--- config.mk ---
export PLATFORM = sky130hd
export DESIGN_NAME = stop_power_ctrl
export DESIGN_NICKNAME = d
export VERILOG_FILES = /design/src/stop_power_pkg.sv /design/src/power_cfg_if.sv /design/src/stop_level_select.sv /design/src/debug_cmd_gate.sv /design/src/stop_power_ctrl.sv
export SDC_FILE = /design/constraint.sdc
export NUM_CORES = 1
export LEC_CHECK = 0
export ABC_AREA = 1
export BUFFER_PORTS_ARGS = -buffer_cell sky130_fd_sc_hd__buf_2
export CAP_MARGIN = 10
export CORE_ASPECT_RATIO = 0.75
export CORE_UTILIZATION = 49
export CTS_BUF_LIST = sky130_fd_sc_hd__clkbuf_16
export DETAILED_ROUTE_END_ITERATION = 10
export GPL_ROUTABILITY_DRIVEN = 0
export PLACE_DENSITY = 0.87
export SYNTH_ARGS = -nofsm -noshare
export SYNTH_HDL_FRONTEND = slang
export SYNTH_SLANG_ARGS = --single-unit
--- constraint.sdc ---
create_clock -name clk -period 2.7 [get_ports clk]
set_input_delay 0.27 -clock clk [delete_from_list [all_inputs] [get_ports clk]]
set_output_delay 0.27 -clock clk [all_outputs]
set_load 0.03 [all_outputs]
--- src/stop_power_pkg.sv ---
// Shared constants and types of the stop-mode power controller
package stop_power_pkg;
	// ------------------------------------------------------------
	// Register byte offsets
	// ------------------------------------------------------------
	localparam logic [4:0] CTRL_OFS    = 5'h00;
	localparam logic [4:0] DBGCTRL_OFS = 5'h04;
	localparam logic [4:0] STATUS_OFS  = 5'h08;
	localparam logic [4:0] ACK_OFS     = 5'h0C;
	localparam logic [4:0] KEYEN_OFS   = 5'h10;
	// ------------------------------------------------------------
	// Field positions
	// ------------------------------------------------------------
	localparam int STOP_PERMIT_BIT = 0;
	localparam int PPD_SEL_BIT     = 1;
	localparam int DET_EN_BIT      = 2;
	localparam int DET_STOP_BIT    = 3;
	localparam int DET_RST_SEL_BIT = 4;
	localparam int OSC_STOP_BIT    = 5;
	localparam int HIGH_RANGE_BIT  = 6;
	localparam int ADC_ASYNC_BIT   = 7;
	localparam int TIMER_SEL_BIT   = 8;
	localparam int TIMER_EN_BIT    = 9;
	localparam int DBG_EN_BIT      = 0;
	localparam int PPD_ACK_BIT     = 0;
	localparam int ST_FLAG_BIT     = 2;
	localparam int ST_HOLD_BIT     = 3;
	localparam int ST_LVIRQ_BIT    = 4;
	localparam int ST_LVRST_BIT    = 5;
	// ------------------------------------------------------------
	// Reset values and writable masks
	// ------------------------------------------------------------
	localparam logic [31:0] CTRL_RST    = 32'h0000_0000;
	localparam logic [31:0] CTRL_MASK   = 32'h0000_03FF;
	localparam logic [31:0] DBGCTRL_RST = 32'h0000_0000;
	localparam logic [31:0] KEYEN_RST   = 32'h0000_0000;
	localparam logic        TIMER_SEL_INTERNAL = 1'b0;
	// ------------------------------------------------------------
	// Types
	// ------------------------------------------------------------
	typedef enum logic [1:0] {
		ST_RUN   = 2'b00,
		ST_RET   = 2'b01,
		ST_DEEP  = 2'b10,
		ST_DEBUG = 2'b11
	} pwr_state_t;
	typedef enum logic [2:0] {
		CMD_MEM         = 3'b000,
		CMD_MEM_STATUS  = 3'b001,
		CMD_REG         = 3'b010,
		CMD_ENTER_DEBUG = 3'b011,
		CMD_ACTIVE      = 3'b100,
		CMD_GO          = 3'b101
	} dbg_cmd_t;
endpackage

--- src/power_cfg_if.sv ---
// Internal carrier between controller, level selector and command gate
`timescale 1ns/1ns
interface power_cfg_if;
	import stop_power_pkg::*;
	logic     ppdSel, dbgEn, detStop, oscStop, highRange, adcAsync, timerSel, timerEn;
	logic     deepLevel, adcKeep, oscKeep, timerKeepDeep, timerKeepRet;
	logic     cmdValid, stopped, inDebug;
	dbg_cmd_t cmdCode;
	logic     cmdAccept, cmdRefuse, memErr, enterDebug, leaveDebug;
	modport ctl (output ppdSel, dbgEn, detStop, oscStop, highRange, adcAsync, timerSel,
		timerEn, cmdValid, cmdCode, stopped, inDebug,
		input deepLevel, adcKeep, oscKeep, timerKeepDeep, timerKeepRet,
		cmdAccept, cmdRefuse, memErr, enterDebug, leaveDebug);
	modport sel (input ppdSel, dbgEn, detStop, oscStop, highRange, adcAsync, timerSel,
		timerEn, output deepLevel, adcKeep, oscKeep, timerKeepDeep, timerKeepRet);
	modport dbg (input cmdValid, cmdCode, stopped, inDebug, dbgEn,
		output cmdAccept, cmdRefuse, memErr, enterDebug, leaveDebug);
endinterface

--- src/stop_level_select.sv ---
// Stop level choice and retained- and deep-stop resource keep-alive decisions
`timescale 1ns/1ns
module stop_level_select (
	power_cfg_if.sel cfg // Configuration in, decisions out
);
	import stop_power_pkg::*;
	always_comb begin
		// Debug or detector-in-stop demote the deep level
		cfg.deepLevel = cfg.ppdSel & ~cfg.dbgEn & ~cfg.detStop;
		cfg.adcKeep = cfg.adcAsync & cfg.detStop;
		// High range oscillator needs the detector's regulator kept up
		cfg.oscKeep = cfg.oscStop & (~cfg.highRange | cfg.detStop);
		cfg.timerKeepDeep = cfg.timerEn & (cfg.timerSel == TIMER_SEL_INTERNAL);
		cfg.timerKeepRet = cfg.timerEn
			& ((cfg.timerSel == TIMER_SEL_INTERNAL) | cfg.oscStop);
	end
endmodule

--- src/debug_cmd_gate.sv ---
// Accept or refuse serial debug commands by power state
`timescale 1ns/1ns
module debug_cmd_gate (
	power_cfg_if.dbg cmd // Command in, verdict out
);
	import stop_power_pkg::*;
	always_comb begin
		cmd.cmdAccept  = 1'b0;
		cmd.cmdRefuse  = 1'b0;
		cmd.memErr     = 1'b0;
		cmd.enterDebug = 1'b0;
		cmd.leaveDebug = 1'b0;
		if (cmd.cmdValid) begin
			if (cmd.inDebug) begin
				cmd.cmdAccept  = 1'b1;
				cmd.leaveDebug = (cmd.cmdCode == CMD_GO);
			end else if (cmd.stopped) begin
				case (cmd.cmdCode)
					CMD_ENTER_DEBUG: begin
						cmd.cmdAccept  = cmd.dbgEn;
						cmd.cmdRefuse  = ~cmd.dbgEn;
						cmd.enterDebug = cmd.dbgEn;
					end
					CMD_MEM_STATUS: begin
						// No memory access, only the stopped status
						cmd.cmdRefuse = 1'b1;
						cmd.memErr    = 1'b1;
					end
					default: cmd.cmdRefuse = 1'b1;
				endcase
			end else begin
				case (cmd.cmdCode)
					CMD_ENTER_DEBUG: begin
						cmd.cmdAccept  = cmd.dbgEn;
						cmd.cmdRefuse  = ~cmd.dbgEn;
						cmd.enterDebug = cmd.dbgEn;
					end
					CMD_MEM, CMD_MEM_STATUS, CMD_REG: cmd.cmdAccept = 1'b1;
					default: cmd.cmdRefuse = 1'b1;
				endcase
			end
		end
	end
endmodule

--- src/stop_power_ctrl.sv ---
// Stop-mode power controller with Avalon-MM register slave
//
// Design decisions made here: the Avalon-MM slave port and the register offsets.
`timescale 1ns/1ns
module stop_power_ctrl #(
	parameter int KEY_N = 8
) (
	input  wire logic                      clk,            // System clock
	input  wire logic                      srst,           // Sync reset
	input  wire logic [4:0]                avs_address,    // Byte address
	input  wire logic                      avs_read,       // Read request
	input  wire logic                      avs_write,      // Write request
	input  wire logic [31:0]               avs_writedata,  // Write data
	input  wire logic [3:0]                avs_byteenable, // Byte lanes
	output logic [31:0]                    avs_readdata,   // Read data
	output logic                           avs_waitrequest,// Stall
	input  wire logic                      stopExec,       // Stop instruction
	input  wire logic                      wakeTimerTick,  // Wake timer event
	input  wire logic                      adcDoneIrq,     // Converter event
	input  wire logic                      irqPin_n,       // Async wake pin
	input  wire logic                      lowVoltPin,     // Async comparator
	input  wire logic [KEY_N-1:0]          keyPins,        // Async keypad pins
	input  wire logic                      dbgCmdValid,    // Debug command
	input  wire stop_power_pkg::dbg_cmd_t  dbgCmdCode,     // Command kind
	output logic                           dbgCmdAccept,   // Taken
	output logic                           dbgCmdRefuse,   // Rejected
	output logic                           dbgStopErr,     // Stopped status
	output logic                           debugActive,    // Debug state
	output logic                           illegalOpReset, // Reset pulse
	output logic                           deepWakeReset,  // Reset pulse
	output logic                           lowVoltIrq,     // Detector irq
	output logic                           lowVoltReset,   // Detector reset
	output logic                           coreDomainOn,   // Core powered
	output logic                           coreStandby,    // Core retained
	output logic                           cpuClkEn,       // CPU clock
	output logic                           periphClkEn,    // Peripheral clocks
	output logic                           debugClkEn,     // Debug clocks
	output logic                           regulatorFull,  // Full regulation
	output logic                           adcRun,         // Converter on
	output logic                           oscRun,         // Oscillator on
	output logic                           wakeTimerRun,   // Timer on
	output logic [KEY_N-1:0]               keypadWakeArm,  // Armed pins
	output logic                           pinHold         // Pins latched
);
	import stop_power_pkg::*;

	power_cfg_if pc ();
	stop_level_select u_sel (.cfg(pc.sel));
	debug_cmd_gate u_gate (.cmd(pc.dbg));

	// ------------------------------------------------------------
	// Registers and bus slave
	// ------------------------------------------------------------
	logic [31:0] ctrl_r, dbgCtrl_r, keyEn_r;
	logic        ackPhase_r;
	logic        busWr, ackWrite;
	logic        stopPermit, detEn, detRstSel;
	pwr_state_t  state_r, state_nxt;
	logic        ppdFlag_r, dbgAtStop_r, detAtStop_r;
	logic        adcKeep_r, oscKeep_r, timerKeep_r;
	logic        stopTaken, dbgKeep, detKeep, adcKeepNow, oscKeepNow, timerKeepNow;
	localparam logic [31:0] KEY_MASK = {{(32 - KEY_N){1'b0}}, {KEY_N{1'b1}}};

	function automatic logic [31:0] merge(input logic [31:0] old, input logic [31:0] wd,
		input logic [3:0] be);
		logic [31:0] res;
		res = old;
		for (int i = 0; i < 4; i++) begin
			if (be[i]) begin
				res[i*8 +: 8] = wd[i*8 +: 8];
			end
		end
		return res;
	endfunction

	// One wait state: the answer comes on the second edge of a request
	assign avs_waitrequest = (avs_read | avs_write) & ~ackPhase_r;
	assign busWr = avs_write & ackPhase_r;
	assign ackWrite = busWr & (avs_address == ACK_OFS) & avs_byteenable[0]
		& avs_writedata[PPD_ACK_BIT];

	always_ff @(posedge clk) begin
		if (srst) begin
			ackPhase_r <= 1'b0;
		end else begin
			ackPhase_r <= (avs_read | avs_write) & ~ackPhase_r;
		end
	end

	always_ff @(posedge clk) begin
		if (srst) begin
			ctrl_r    <= CTRL_RST;
			dbgCtrl_r <= DBGCTRL_RST;
			keyEn_r   <= KEYEN_RST;
		end else if (busWr) begin
			case (avs_address)
				CTRL_OFS: ctrl_r <= merge(ctrl_r, avs_writedata, avs_byteenable) & CTRL_MASK;
				DBGCTRL_OFS: dbgCtrl_r[DBG_EN_BIT] <= avs_byteenable[0]
					? avs_writedata[DBG_EN_BIT] : dbgCtrl_r[DBG_EN_BIT];
				KEYEN_OFS: keyEn_r <= merge(keyEn_r, avs_writedata, avs_byteenable)
					& KEY_MASK;
				default: ;
			endcase
		end
	end

	always_ff @(posedge clk) begin
		if (srst) begin
			avs_readdata <= 32'h0000_0000;
		end else if (avs_read & ~ackPhase_r) begin
			avs_readdata <= 32'h0000_0000;
			case (avs_address)
				CTRL_OFS:    avs_readdata <= ctrl_r;
				DBGCTRL_OFS: avs_readdata <= dbgCtrl_r;
				KEYEN_OFS:   avs_readdata <= keyEn_r;
				STATUS_OFS: begin
					avs_readdata[1:0]          <= state_r;
					avs_readdata[ST_FLAG_BIT]  <= ppdFlag_r;
					avs_readdata[ST_HOLD_BIT]  <= pinHold;
					avs_readdata[ST_LVIRQ_BIT] <= lowVoltIrq;
					avs_readdata[ST_LVRST_BIT] <= lowVoltReset;
				end
				default: ;
			endcase
		end
	end

	assign stopPermit = ctrl_r[STOP_PERMIT_BIT];
	assign detEn      = ctrl_r[DET_EN_BIT];
	assign detRstSel  = ctrl_r[DET_RST_SEL_BIT];
	assign pc.ppdSel    = ctrl_r[PPD_SEL_BIT];
	assign pc.dbgEn     = dbgCtrl_r[DBG_EN_BIT];
	assign pc.detStop   = detEn & ctrl_r[DET_STOP_BIT];
	assign pc.oscStop   = ctrl_r[OSC_STOP_BIT];
	assign pc.highRange = ctrl_r[HIGH_RANGE_BIT];
	assign pc.adcAsync  = ctrl_r[ADC_ASYNC_BIT];
	assign pc.timerSel  = ctrl_r[TIMER_SEL_BIT];
	assign pc.timerEn   = ctrl_r[TIMER_EN_BIT];
	assign pc.cmdValid  = dbgCmdValid;
	assign pc.cmdCode   = dbgCmdCode;
	assign pc.stopped   = (state_r == ST_RET) | (state_r == ST_DEEP);
	assign pc.inDebug   = (state_r == ST_DEBUG);

	// ------------------------------------------------------------
	// Pin synchronisers and wake sources
	// ------------------------------------------------------------
	logic             irqMeta_r, irqSync_r, lvMeta_r, lvSync_r;
	logic [KEY_N-1:0] keyMeta_r, keySync_r, keyWake;
	logic             detTrip, retWake, deepWake;

	always_ff @(posedge clk) begin
		if (srst) begin
			irqMeta_r <= 1'b1;
			irqSync_r <= 1'b1;
			lvMeta_r  <= 1'b0;
			lvSync_r  <= 1'b0;
		end else begin
			irqMeta_r <= irqPin_n;
			irqSync_r <= irqMeta_r;
			lvMeta_r  <= lowVoltPin;
			lvSync_r  <= lvMeta_r;
		end
	end

	for (genvar k = 0; k < KEY_N; k++) begin : g_key
		always_ff @(posedge clk) begin
			if (srst) begin
				keyMeta_r[k] <= 1'b0;
				keySync_r[k] <= 1'b0;
			end else begin
				keyMeta_r[k] <= keyPins[k];
				keySync_r[k] <= keyMeta_r[k];
			end
		end
		assign keyWake[k] = keySync_r[k] & keyEn_r[k];
	end

	// In stop the detector only counts when armed at entry
	assign detTrip = lvSync_r & detEn & (pc.stopped ? detAtStop_r : 1'b1);
	assign retWake = ~irqSync_r | detTrip | (adcDoneIrq & adcRun) | (|keyWake)
		| (wakeTimerTick & wakeTimerRun);
	assign deepWake = ~irqSync_r | (wakeTimerTick & wakeTimerRun);

	// ------------------------------------------------------------
	// Power state machine
	// ------------------------------------------------------------
	always_comb begin
		state_nxt = state_r;
		case (state_r)
			ST_RUN: begin
				if (stopExec & stopPermit) begin
					state_nxt = pc.deepLevel ? ST_DEEP : ST_RET;
				end else if (pc.enterDebug) begin
					state_nxt = ST_DEBUG;
				end
			end
			ST_RET: begin
				if (pc.enterDebug) begin
					state_nxt = ST_DEBUG;
				end else if (retWake) begin
					state_nxt = ST_RUN;
				end
			end
			ST_DEEP: begin
				if (deepWake) begin
					state_nxt = ST_RUN;
				end
			end
			ST_DEBUG: begin
				if (pc.leaveDebug) begin
					state_nxt = ST_RUN;
				end
			end
			default: state_nxt = ST_RUN;
		endcase
	end

	always_ff @(posedge clk) begin
		if (srst) begin
			state_r <= ST_RUN;
		end else begin
			state_r <= state_nxt;
		end
	end

	// Settings frozen at the stop instruction, not tracked during stop
	assign stopTaken    = (state_r == ST_RUN) & stopExec & stopPermit;
	// Entry edge reads live settings: the frozen copy only lands on that edge
	assign dbgKeep      = stopTaken ? pc.dbgEn : dbgAtStop_r;
	assign detKeep      = stopTaken ? pc.detStop : detAtStop_r;
	assign adcKeepNow   = stopTaken ? pc.adcKeep : adcKeep_r;
	assign oscKeepNow   = stopTaken ? pc.oscKeep : oscKeep_r;
	assign timerKeepNow = stopTaken ? (pc.deepLevel ? pc.timerKeepDeep : pc.timerKeepRet)
		: timerKeep_r;

	always_ff @(posedge clk) begin
		if (srst) begin
			dbgAtStop_r <= 1'b0;
			detAtStop_r <= 1'b0;
			adcKeep_r   <= 1'b0;
			oscKeep_r   <= 1'b0;
			timerKeep_r <= 1'b0;
		end else if (stopTaken) begin
			dbgAtStop_r <= dbgKeep;
			detAtStop_r <= detKeep;
			adcKeep_r   <= adcKeepNow;
			oscKeep_r   <= oscKeepNow;
			timerKeep_r <= timerKeepNow;
		end
	end

	always_ff @(posedge clk) begin
		if (srst) begin
			illegalOpReset <= 1'b0;
			deepWakeReset  <= 1'b0;
		end else begin
			illegalOpReset <= (state_r == ST_RUN) & stopExec & ~stopPermit;
			deepWakeReset  <= (state_r == ST_DEEP) & deepWake;
		end
	end

	// Set beats acknowledge in the same cycle
	always_ff @(posedge clk) begin
		if (srst) begin
			ppdFlag_r <= 1'b0;
			pinHold   <= 1'b0;
		end else begin
			if ((state_r == ST_DEEP) & deepWake) begin
				ppdFlag_r <= 1'b1;
			end else if (ackWrite) begin
				ppdFlag_r <= 1'b0;
			end
			if (state_nxt == ST_DEEP) begin
				pinHold <= 1'b1;
			end else if (ackWrite & (state_r != ST_DEEP)) begin
				pinHold <= 1'b0;
			end
		end
	end

	// ------------------------------------------------------------
	// Domain outputs, registered from the next state
	// ------------------------------------------------------------
	always_ff @(posedge clk) begin
		if (srst) begin
			coreDomainOn  <= 1'b1;
			coreStandby   <= 1'b0;
			cpuClkEn      <= 1'b1;
			periphClkEn   <= 1'b1;
			debugClkEn    <= 1'b1;
			regulatorFull <= 1'b1;
			adcRun        <= 1'b1;
			oscRun        <= 1'b1;
			wakeTimerRun  <= 1'b0;
			keypadWakeArm <= '0;
			debugActive   <= 1'b0;
		end else begin
			coreDomainOn  <= (state_nxt != ST_DEEP);
			coreStandby   <= (state_nxt == ST_RET);
			cpuClkEn      <= (state_nxt == ST_RUN);
			periphClkEn   <= (state_nxt == ST_RUN) | (state_nxt == ST_DEBUG);
			debugClkEn    <= (state_nxt == ST_RUN) | (state_nxt == ST_DEBUG)
				| ((state_nxt == ST_RET) & dbgKeep);
			regulatorFull <= (state_nxt == ST_RUN) | (state_nxt == ST_DEBUG)
				| ((state_nxt == ST_RET) & (dbgKeep | detKeep));
			adcRun        <= (state_nxt == ST_RUN) | (state_nxt == ST_DEBUG)
				| ((state_nxt == ST_RET) & adcKeepNow);
			oscRun        <= (state_nxt == ST_RUN) | (state_nxt == ST_DEBUG)
				| ((state_nxt == ST_RET) & (oscKeepNow | dbgKeep));
			// Stopped timer follows the frozen keep decision, not the live enable
			wakeTimerRun  <= ((state_nxt == ST_RUN) | (state_nxt == ST_DEBUG)) ? pc.timerEn
				: timerKeepNow;
			keypadWakeArm <= (state_nxt == ST_RET) ? keyEn_r[KEY_N-1:0] : '0;
			debugActive   <= (state_nxt == ST_DEBUG);
		end
	end

	always_ff @(posedge clk) begin
		if (srst) begin
			dbgCmdAccept <= 1'b0;
			dbgCmdRefuse <= 1'b0;
			dbgStopErr   <= 1'b0;
			lowVoltIrq   <= 1'b0;
			lowVoltReset <= 1'b0;
		end else begin
			dbgCmdAccept <= pc.cmdAccept;
			dbgCmdRefuse <= pc.cmdRefuse;
			dbgStopErr   <= pc.memErr;
			lowVoltIrq   <= detTrip & ~detRstSel;
			lowVoltReset <= detTrip & detRstSel;
		end
	end

	// ------------------------------------------------------------
	// Assertions
	// ------------------------------------------------------------
	property p_illegal_stop;
		@(posedge clk) disable iff (srst)
		(state_r == ST_RUN && stopExec && !stopPermit) |=> illegalOpReset && state_r == ST_RUN;
	endproperty
	a_illegal_stop: assert property (p_illegal_stop) else $error("no illegal reset");

	property p_dbg_demotes;
		@(posedge clk) disable iff (srst)
		(state_r == ST_RUN && stopExec && stopPermit && pc.dbgEn) |=> state_r == ST_RET;
	endproperty
	a_dbg_demotes: assert property (p_dbg_demotes) else $error("deep stop with debug");

	property p_det_demotes;
		@(posedge clk) disable iff (srst)
		(state_r == ST_RUN && stopExec && stopPermit && pc.detStop) |=> state_r == ST_RET;
	endproperty
	a_det_demotes: assert property (p_det_demotes) else $error("deep stop with detector");

	property p_deep_select;
		@(posedge clk) disable iff (srst)
		(state_r == ST_RUN && stopExec && stopPermit && pc.ppdSel && !pc.dbgEn && !pc.detStop)
			|=> state_r == ST_DEEP ##0 !coreDomainOn && pinHold;
	endproperty
	a_deep_select: assert property (p_deep_select) else $error("deep stop not entered");

	property p_periph_gated;
		@(posedge clk) disable iff (srst)
		pc.stopped |-> !periphClkEn && !cpuClkEn;
	endproperty
	a_periph_gated: assert property (p_periph_gated) else $error("clocks run in stop");

	property p_regulator;
		@(posedge clk) disable iff (srst)
		(state_r == ST_RET && (dbgAtStop_r || detAtStop_r)) |-> regulatorFull;
	endproperty
	a_regulator: assert property (p_regulator) else $error("regulator dropped");

	property p_hold_until_ack;
		@(posedge clk) disable iff (srst)
		(state_r == ST_DEEP && deepWake) |=> ppdFlag_r && pinHold && state_r == ST_RUN
			##1 (ppdFlag_r && pinHold) [*2];
	endproperty
	a_hold_until_ack: assert property (p_hold_until_ack) else $error("hold lost");

	property p_stop_status_err;
		@(posedge clk) disable iff (srst)
		(dbgCmdValid && dbgCmdCode == CMD_MEM_STATUS && pc.stopped)
			|=> dbgStopErr && dbgCmdRefuse && !dbgCmdAccept;
	endproperty
	a_stop_status_err: assert property (p_stop_status_err) else $error("no stop error");

	property p_debug_wake;
		@(posedge clk) disable iff (srst)
		(dbgCmdValid && dbgCmdCode == CMD_ENTER_DEBUG && pc.stopped && pc.dbgEn)
			|=> state_r == ST_DEBUG && debugActive && dbgCmdAccept;
	endproperty
	a_debug_wake: assert property (p_debug_wake) else $error("no debug wake");
endmodule

==> flow_summary.json, run 1 <==
{
  "nNetsFinal": 579,
  "grt_pass1_vias": 2858,
  "dieWidth_um": 98.39,
  "min_path_cells": 2,
  "hold_viol_final": 0,
  "final_cell_area_sq_um": 4100,
  "yosys_warnings": 0,
  "clkTransAtPathRegs_ns": 0.06,
  "finalCritPeriodShare": 0.9233,
  "peakVddDrop_mv": 0.4185,
  "multi_input_area_sq_um": 1368,
  "fin_cells": 597,
  "r2r.worst_path.cells": 13,
  "overflow": 0,
  "final_cell_mix": "dfxtp_1 (84), buf_2 (74), nand2_1 (71)",
  "max_clock_freq_mhz": 401.2,
  "ys_seq_area_frac": 0.4925,
  "wl_mm": 8.312,
  "final_common_cell": "dfxtp_1",
  "grt_max_degree": 43,
  "synth_cell_types": 36,
  "vias_per_cell": 5.039,
  "die_h_um": 74.30,
  "grtUsageTotal": 0.2395,
  "ant_nets": 0,
  "cts_root_buf": "clkbuf_16",
  "grt_pass1_wl_mm": 13.14,
  "syn_inst": 434,
  "yosysTopAreaCell": "dfxtp_1",
  "placementRows": 25,
  "dp.cells": 581,
  "r2r_slack_ns": 0.21,
  "firstDrtPassIters": 11,
  "critPathArrivalTime_ns": 2.71,
  "setup_slack_ns": 0.2072,
  "end_kind": "flop",
  "rsz0062_at_grt": "no",
  "drive_gt1_frac": 0.2422,
  "area_growth_pct": 20.08,
  "powerDensity_nw_per_um2": 898.5,
  "pre_cts_slack_ns": 0.1799,
  "place_hpwl_mm": 6.172,
  "yosys.area.top_type_share": 0.4925,
  "critPathMaxFanout": 8,
  "synth.area.top_cells": "dfxtp_1 (49%), nand2_1 (7.8%), inv_1 (6.8%)",
  "hp-class": "input port to flop",
  "regArea_sq_um": 1682,
  "cts_buffers": 9,
  "ys_seq_elements": 84,
  "setup_violations": 0,
  "core_area_sq_um": 6506,
  "cts_tree": "built",
  "violations": "DRC",
  "nFillCells": 545,
  "drc": 1,
  "setup_tns_ns": 0,
  "wire_per_inst_um": 13.92,
  "antenna_found_initial": 0,
  "num_antenna_cells": 0,
  "clock_skew_ns": 0.006133,
  "clkLatencyLatePin_ns": 0.34,
  "cap_violations": 0,
  "worst_setup_path_start_kind": "flop",
  "critPathKind": "flop to flop",
  "fp.dieArea_sq_um": 7310,
  "cts_buffer_depth": 2,
  "required_ns": 2.92,
  "p_leak_nw": 1.986,
  "port_buffers": 74,
  "vias": 3008,
  "period_needed_ns": 2.493,
  "outcome": "complete, but fails checks",
  "h-tree-depth": 3,
  "report.final.slew_viol_count": 0,
  "cts_sinks": 84,
  "syn_area_per_cell_sq_um": 7.868,
  "initial_utilization": 0.5248,
  "placedInstanceArea_sq_um": 3781,
  "synth.cell_area_sq_um": 3415,
  "drt_iter0_drc": 263,
  "io_pins": 121
}
==> worst paths after layout <==
check | from | to
max | state_r[1] | debugClkEn
min | irqPin_n | irqMeta_r
max reg2reg | state_r[1] | debugClkEn
min reg2reg | keyMeta_r[6] | keySync_r[6]
==> power by group <==
group	leakage, nW	switching, mW	internal, mW	total [mW]
Combinational	1.14	0.696	0.295	0.991
Sequential	0.685	0.0499	1.35	1.40
Clock	0.157	0.487	0.806	1.29
Total	1.99	1.23	2.45	3.68
==> critical path: stages (launching register included) <==
cell and delay [ns]:
dfxtp_1 0.43, inv_1 0.12, ha_1 0.37, nand2_1 0.09, nand3_1 0.11, nand2_1 0.11
o21ai_2 0.17, nand2_1 0.07, nand3_1 0.11, nand2_2 0.14, ha_1 0.35, inv_1 0.06
nor2_2 0.16, nand2_1 0.09
==> sequential cells by signal, indices dropped and copies added (netlist names), 2 cells and up <==
register / count
keyEn_r: 8
keySync_r: 8
keyMeta_r: 8
avs_readdata: 10
keypadWakeArm: 8
state_r: 2
ctrl_r: 10
==> synthesized netlist by cell type, drive strengths merged <==
cell type  number
dfxtp          84
nor2           76
nand2          75
inv            64
o21ai          31
buf            25
a21oi          24
nand3          13
clkbuf          7
ha              6
o211ai          6
or2             4
nand4           3
nor3            3
o221ai          3
o22ai           2
a31o            1
a31oi           1
and2            1
conb            1
mux2i           1
nor3b           1
nor4            1
o311a           1
==> stage by stage <==
step	util	hold slack (ns)	power, mW
global route	0.6302	0.1179	3.869
finish	0.6302	0.1262	3.684
floorplan	-	0.3455	2.182
detailed placement	0.5812	0.3963	2.398
CTS	0.6298	0.1171	3.688
global placement	0.5812	0.3897	2.353
==> metal layers <==
metal,GRT usage,routed length (um),share of wire,up-vias
met4,0.08624,172,0.021,0
li1,-,-,-,1473
met2,0.4085,3772,0.45,154
met3,0.08929,788,0.095,28
met5,0,0,0,-
met1,0.2829,3579,0.43,1353
==> logic make-up after synthesis <==
logic type,Yosys count,synth area share
buf+inv,96,0.1308
mux,1,0.002932
fa+ha+maj,6,0.02199
other cells,1,0.001098
compound gates,69,0.1162
simple gates,177,0.2345
flops,84,0.4925
==> cell type report <==
| cell class | count | area share |
|---|---|---|
| Timing Repair Buffer | 77 | 0.09582 |
| Tap cell | 81 | 0.02472 |
| Clock inverter | 7 | 0.02228 |
| Multi-Input combinational cell | 275 | 0.3335 |
| Inverter | 64 | 0.05859 |
| Sequential cell | 84 | 0.4101 |
| Clock buffer | 9 | 0.05493 |
==> timing repair <==
item | CTS | global route
endpoints found under the setup margin | 0 | 5
buffers inserted | 0 | 0
hold buffers | 0 | 0
resized for setup | 0 | 1
Power figures use the tool's default switching activity.
==> run 2, diff against run 1 <==
Settings changed: CELL_PAD_IN_SITES_DETAIL_PLACEMENT from default to 1, CELL_PAD_IN_SITES_GLOBAL_PLACEMENT from default to 2, CORE_UTILIZATION 49 to 27.
==> run 2 against run 1 <==
Compared with the run above: the flow now finishes without violations; non-clock buffer count stayed put; power hardly changed; worst hold slack better by 0.0076 ns; combinational power is 7% higher; setup slack better by 0.052 ns; cell area is 2.2% higher; sequential power hardly changed; critical endpoint is now wakeTimerRun; critical path depth is 1 lower; global-route usage is 8.4 points lower; final cell count is 14% higher.
==> flow_summary.json, run 2 (same netlist as run 1, synthesis figures left out) <==
{
  "finalCritPeriodShare": 0.9038,
  "cts_hold_buffers": 0,
  "critPathArrivalTime_ns": 2.66,
  "post_cts_buffers": 0,
  "num_antenna_cells": 0,
  "worst_pin_slew_ns": 0.8147,
  "area_growth_pct": 22.72,
  "cap_violations": 0,
  "ant_nets": 0,
  "final_common_cell": "dfxtp_1",
  "peakVddDrop_mv": 0.3480,
  "cts_tree": "built",
  "reg2reg_from": "state_r[0]",
  "powerDensity_nw_per_um2": 879.1,
  "clock_skew_ns": 0.006546,
  "required_ns": 2.92,
  "worst_setup_path_start_kind": "flop",
  "dp.cells": 666,
  "cp_slowest_stage_delay_ns": 0.42,
  "crit_chain": "inv_1, ha_1, nand2_1, nand3_1, nand2_1, o21ai_2, nand2_1, nand2_2, nand2_4, ha_1, o211ai_1, inv_1",
  "vias": 2920,
  "rsz0062_at_grt": "no",
  "grt_pass1_vias": 3010,
  "overflow": 0,
  "critPathKind": "flop to flop",
  "placedInstanceArea_sq_um": 3887,
  "hold_start": "keyPins[5]",
  "setup_tns_ns": 0,
  "firstDrtPassIters": 4,
  "final_cell_area_sq_um": 4190,
  "dieWidth_um": 131.9,
  "r2r-end": "wakeTimerRun",
  "p_leak_nw": 1.978,
  "slowest_stage": "dfxtp_1",
  "final_cell_mix": "dfxtp_1 (83), buf_2 (74), nand2_1 (71)",
  "outcome": "finished clean",
  "finish.utilization": 0.3405,
  "cpMostUsedCell": "nand2_1",
  "clkLatencyLatePin_ns": 0.34,
  "clkTransAtPathRegs_ns": 0.06,
  "grt_pass1_wl_mm": 15.62,
  "max_slew_margin": 0.4562,
  "port_buffers": 74,
  "drc": 0,
  "place_hpwl_mm": 7.263,
  "h-tree-depth": 3,
  "reg_top3": "avs_readdata: 10 flops, ctrl_r: 10 flops",
  "wl_mm": 9.521,
  "initial_utilization": 0.2775,
  "cts_root_buf": "clkbuf_16",
  "min_to": "keyMeta_r[5]",
  "setup_violations": 0,
  "period_needed_ns": 2.440,
  "cts_buffer_depth": 2,
  "critPathMaxFanout": 5,
  "r2r.worst_path.cells": 12,
  "report.final.slew_viol_count": 0,
  "wire_per_inst_um": 13.96,
  "cts_buffers": 9,
  "nNetsFinal": 579,
  "grtUsageTotal": 0.1552,
  "r2r_slack_ns": 0.26,
  "io_pins": 121,
  "hp-class": "input port to flop",
  "vias_per_cell": 4.282,
  "drive_gt1_frac": 0.2422,
  "grt_max_degree": 43,
  "die_h_um": 99.39,
  "antenna_found_initial": 0,
  "core_area_sq_um": 12310,
  "placementRows": 35,
  "end_kind": "flop",
  "hold_viol_final": 0,
  "max_clock_freq_mhz": 409.8,
  "min_path_cells": 3,
  "ctsResizeCount": 0,
  "fin_cells": 682,
  "drt_iter0_drc": 143,
  "cts_sinks": 84,
  "fp.dieArea_sq_um": 13110
}
[run 2: cell types whose count changed in the layout (fill, tap and decap cells not counted), sizes merged]
cell | previous run | this run
inv | 64 | 65
bufinv | 2 | 1
[run 2: worst max-delay path: cells and delay by family (launching register included)]
kind            cells  cell delay [ns]
simple gates        6             0.61
buf+inv             2             0.21
flops               1             0.42
compound gates      2             0.37
fa+ha+maj           2             0.72
[run 2: how the worst max path moves through the flow]
stage                     startpoint             to  slack (ns)  cells past startpoint
after CTS                 state_r[0]  regulatorFull        0.13                     13
after global routing      state_r[0]     debugClkEn        0.05                     13
after global placement    state_r[0]     debugClkEn        0.31                     13
after floorplan           state_r[0]         adcRun        0.57                     13
final                     state_r[0]   wakeTimerRun        0.26                     12
after detailed placement  state_r[0]  regulatorFull        0.13                     13
[run 2: metrics by stage]
step | total power, mW | setup WS [ns] | hold WS, ns
floorplan | 2.182 | 0.5688 | 0.3455
global route | 3.914 | 0.05369 | 0.1249
detailed placement | 2.478 | 0.1318 | 0.3960
global placement | 2.427 | 0.3144 | 0.3913
finish | 3.684 | 0.2597 | 0.1337
CTS | 3.705 | 0.1256 | 0.1282
[run 2: final cells by class]
type	instances	area, sq um
inverters	64	240.2
well taps	166	207.7
multi-input cells	275	1373
clock buffers	9	225.2
flip-flops and latches	84	1683
fillers	1510	8115
clock inverters	7	68.82
repair buffers	77	392.9
[run 2: where the power goes]
part / internal, mW / switching, mW
clock network: 0.713 / 0.502
logic: 0.320 / 0.742
registers: 1.35 / 0.0554
[run 2: layer usage]
layer	GRT usage	vias to the layer above	part of all wire
li1	-	1471	-
met1	0.1984	1369	0.48
met2	0.2540	68	0.46
met3	0.04842	12	0.052
met4	0.04025	0	0.011
met5	0	-	0
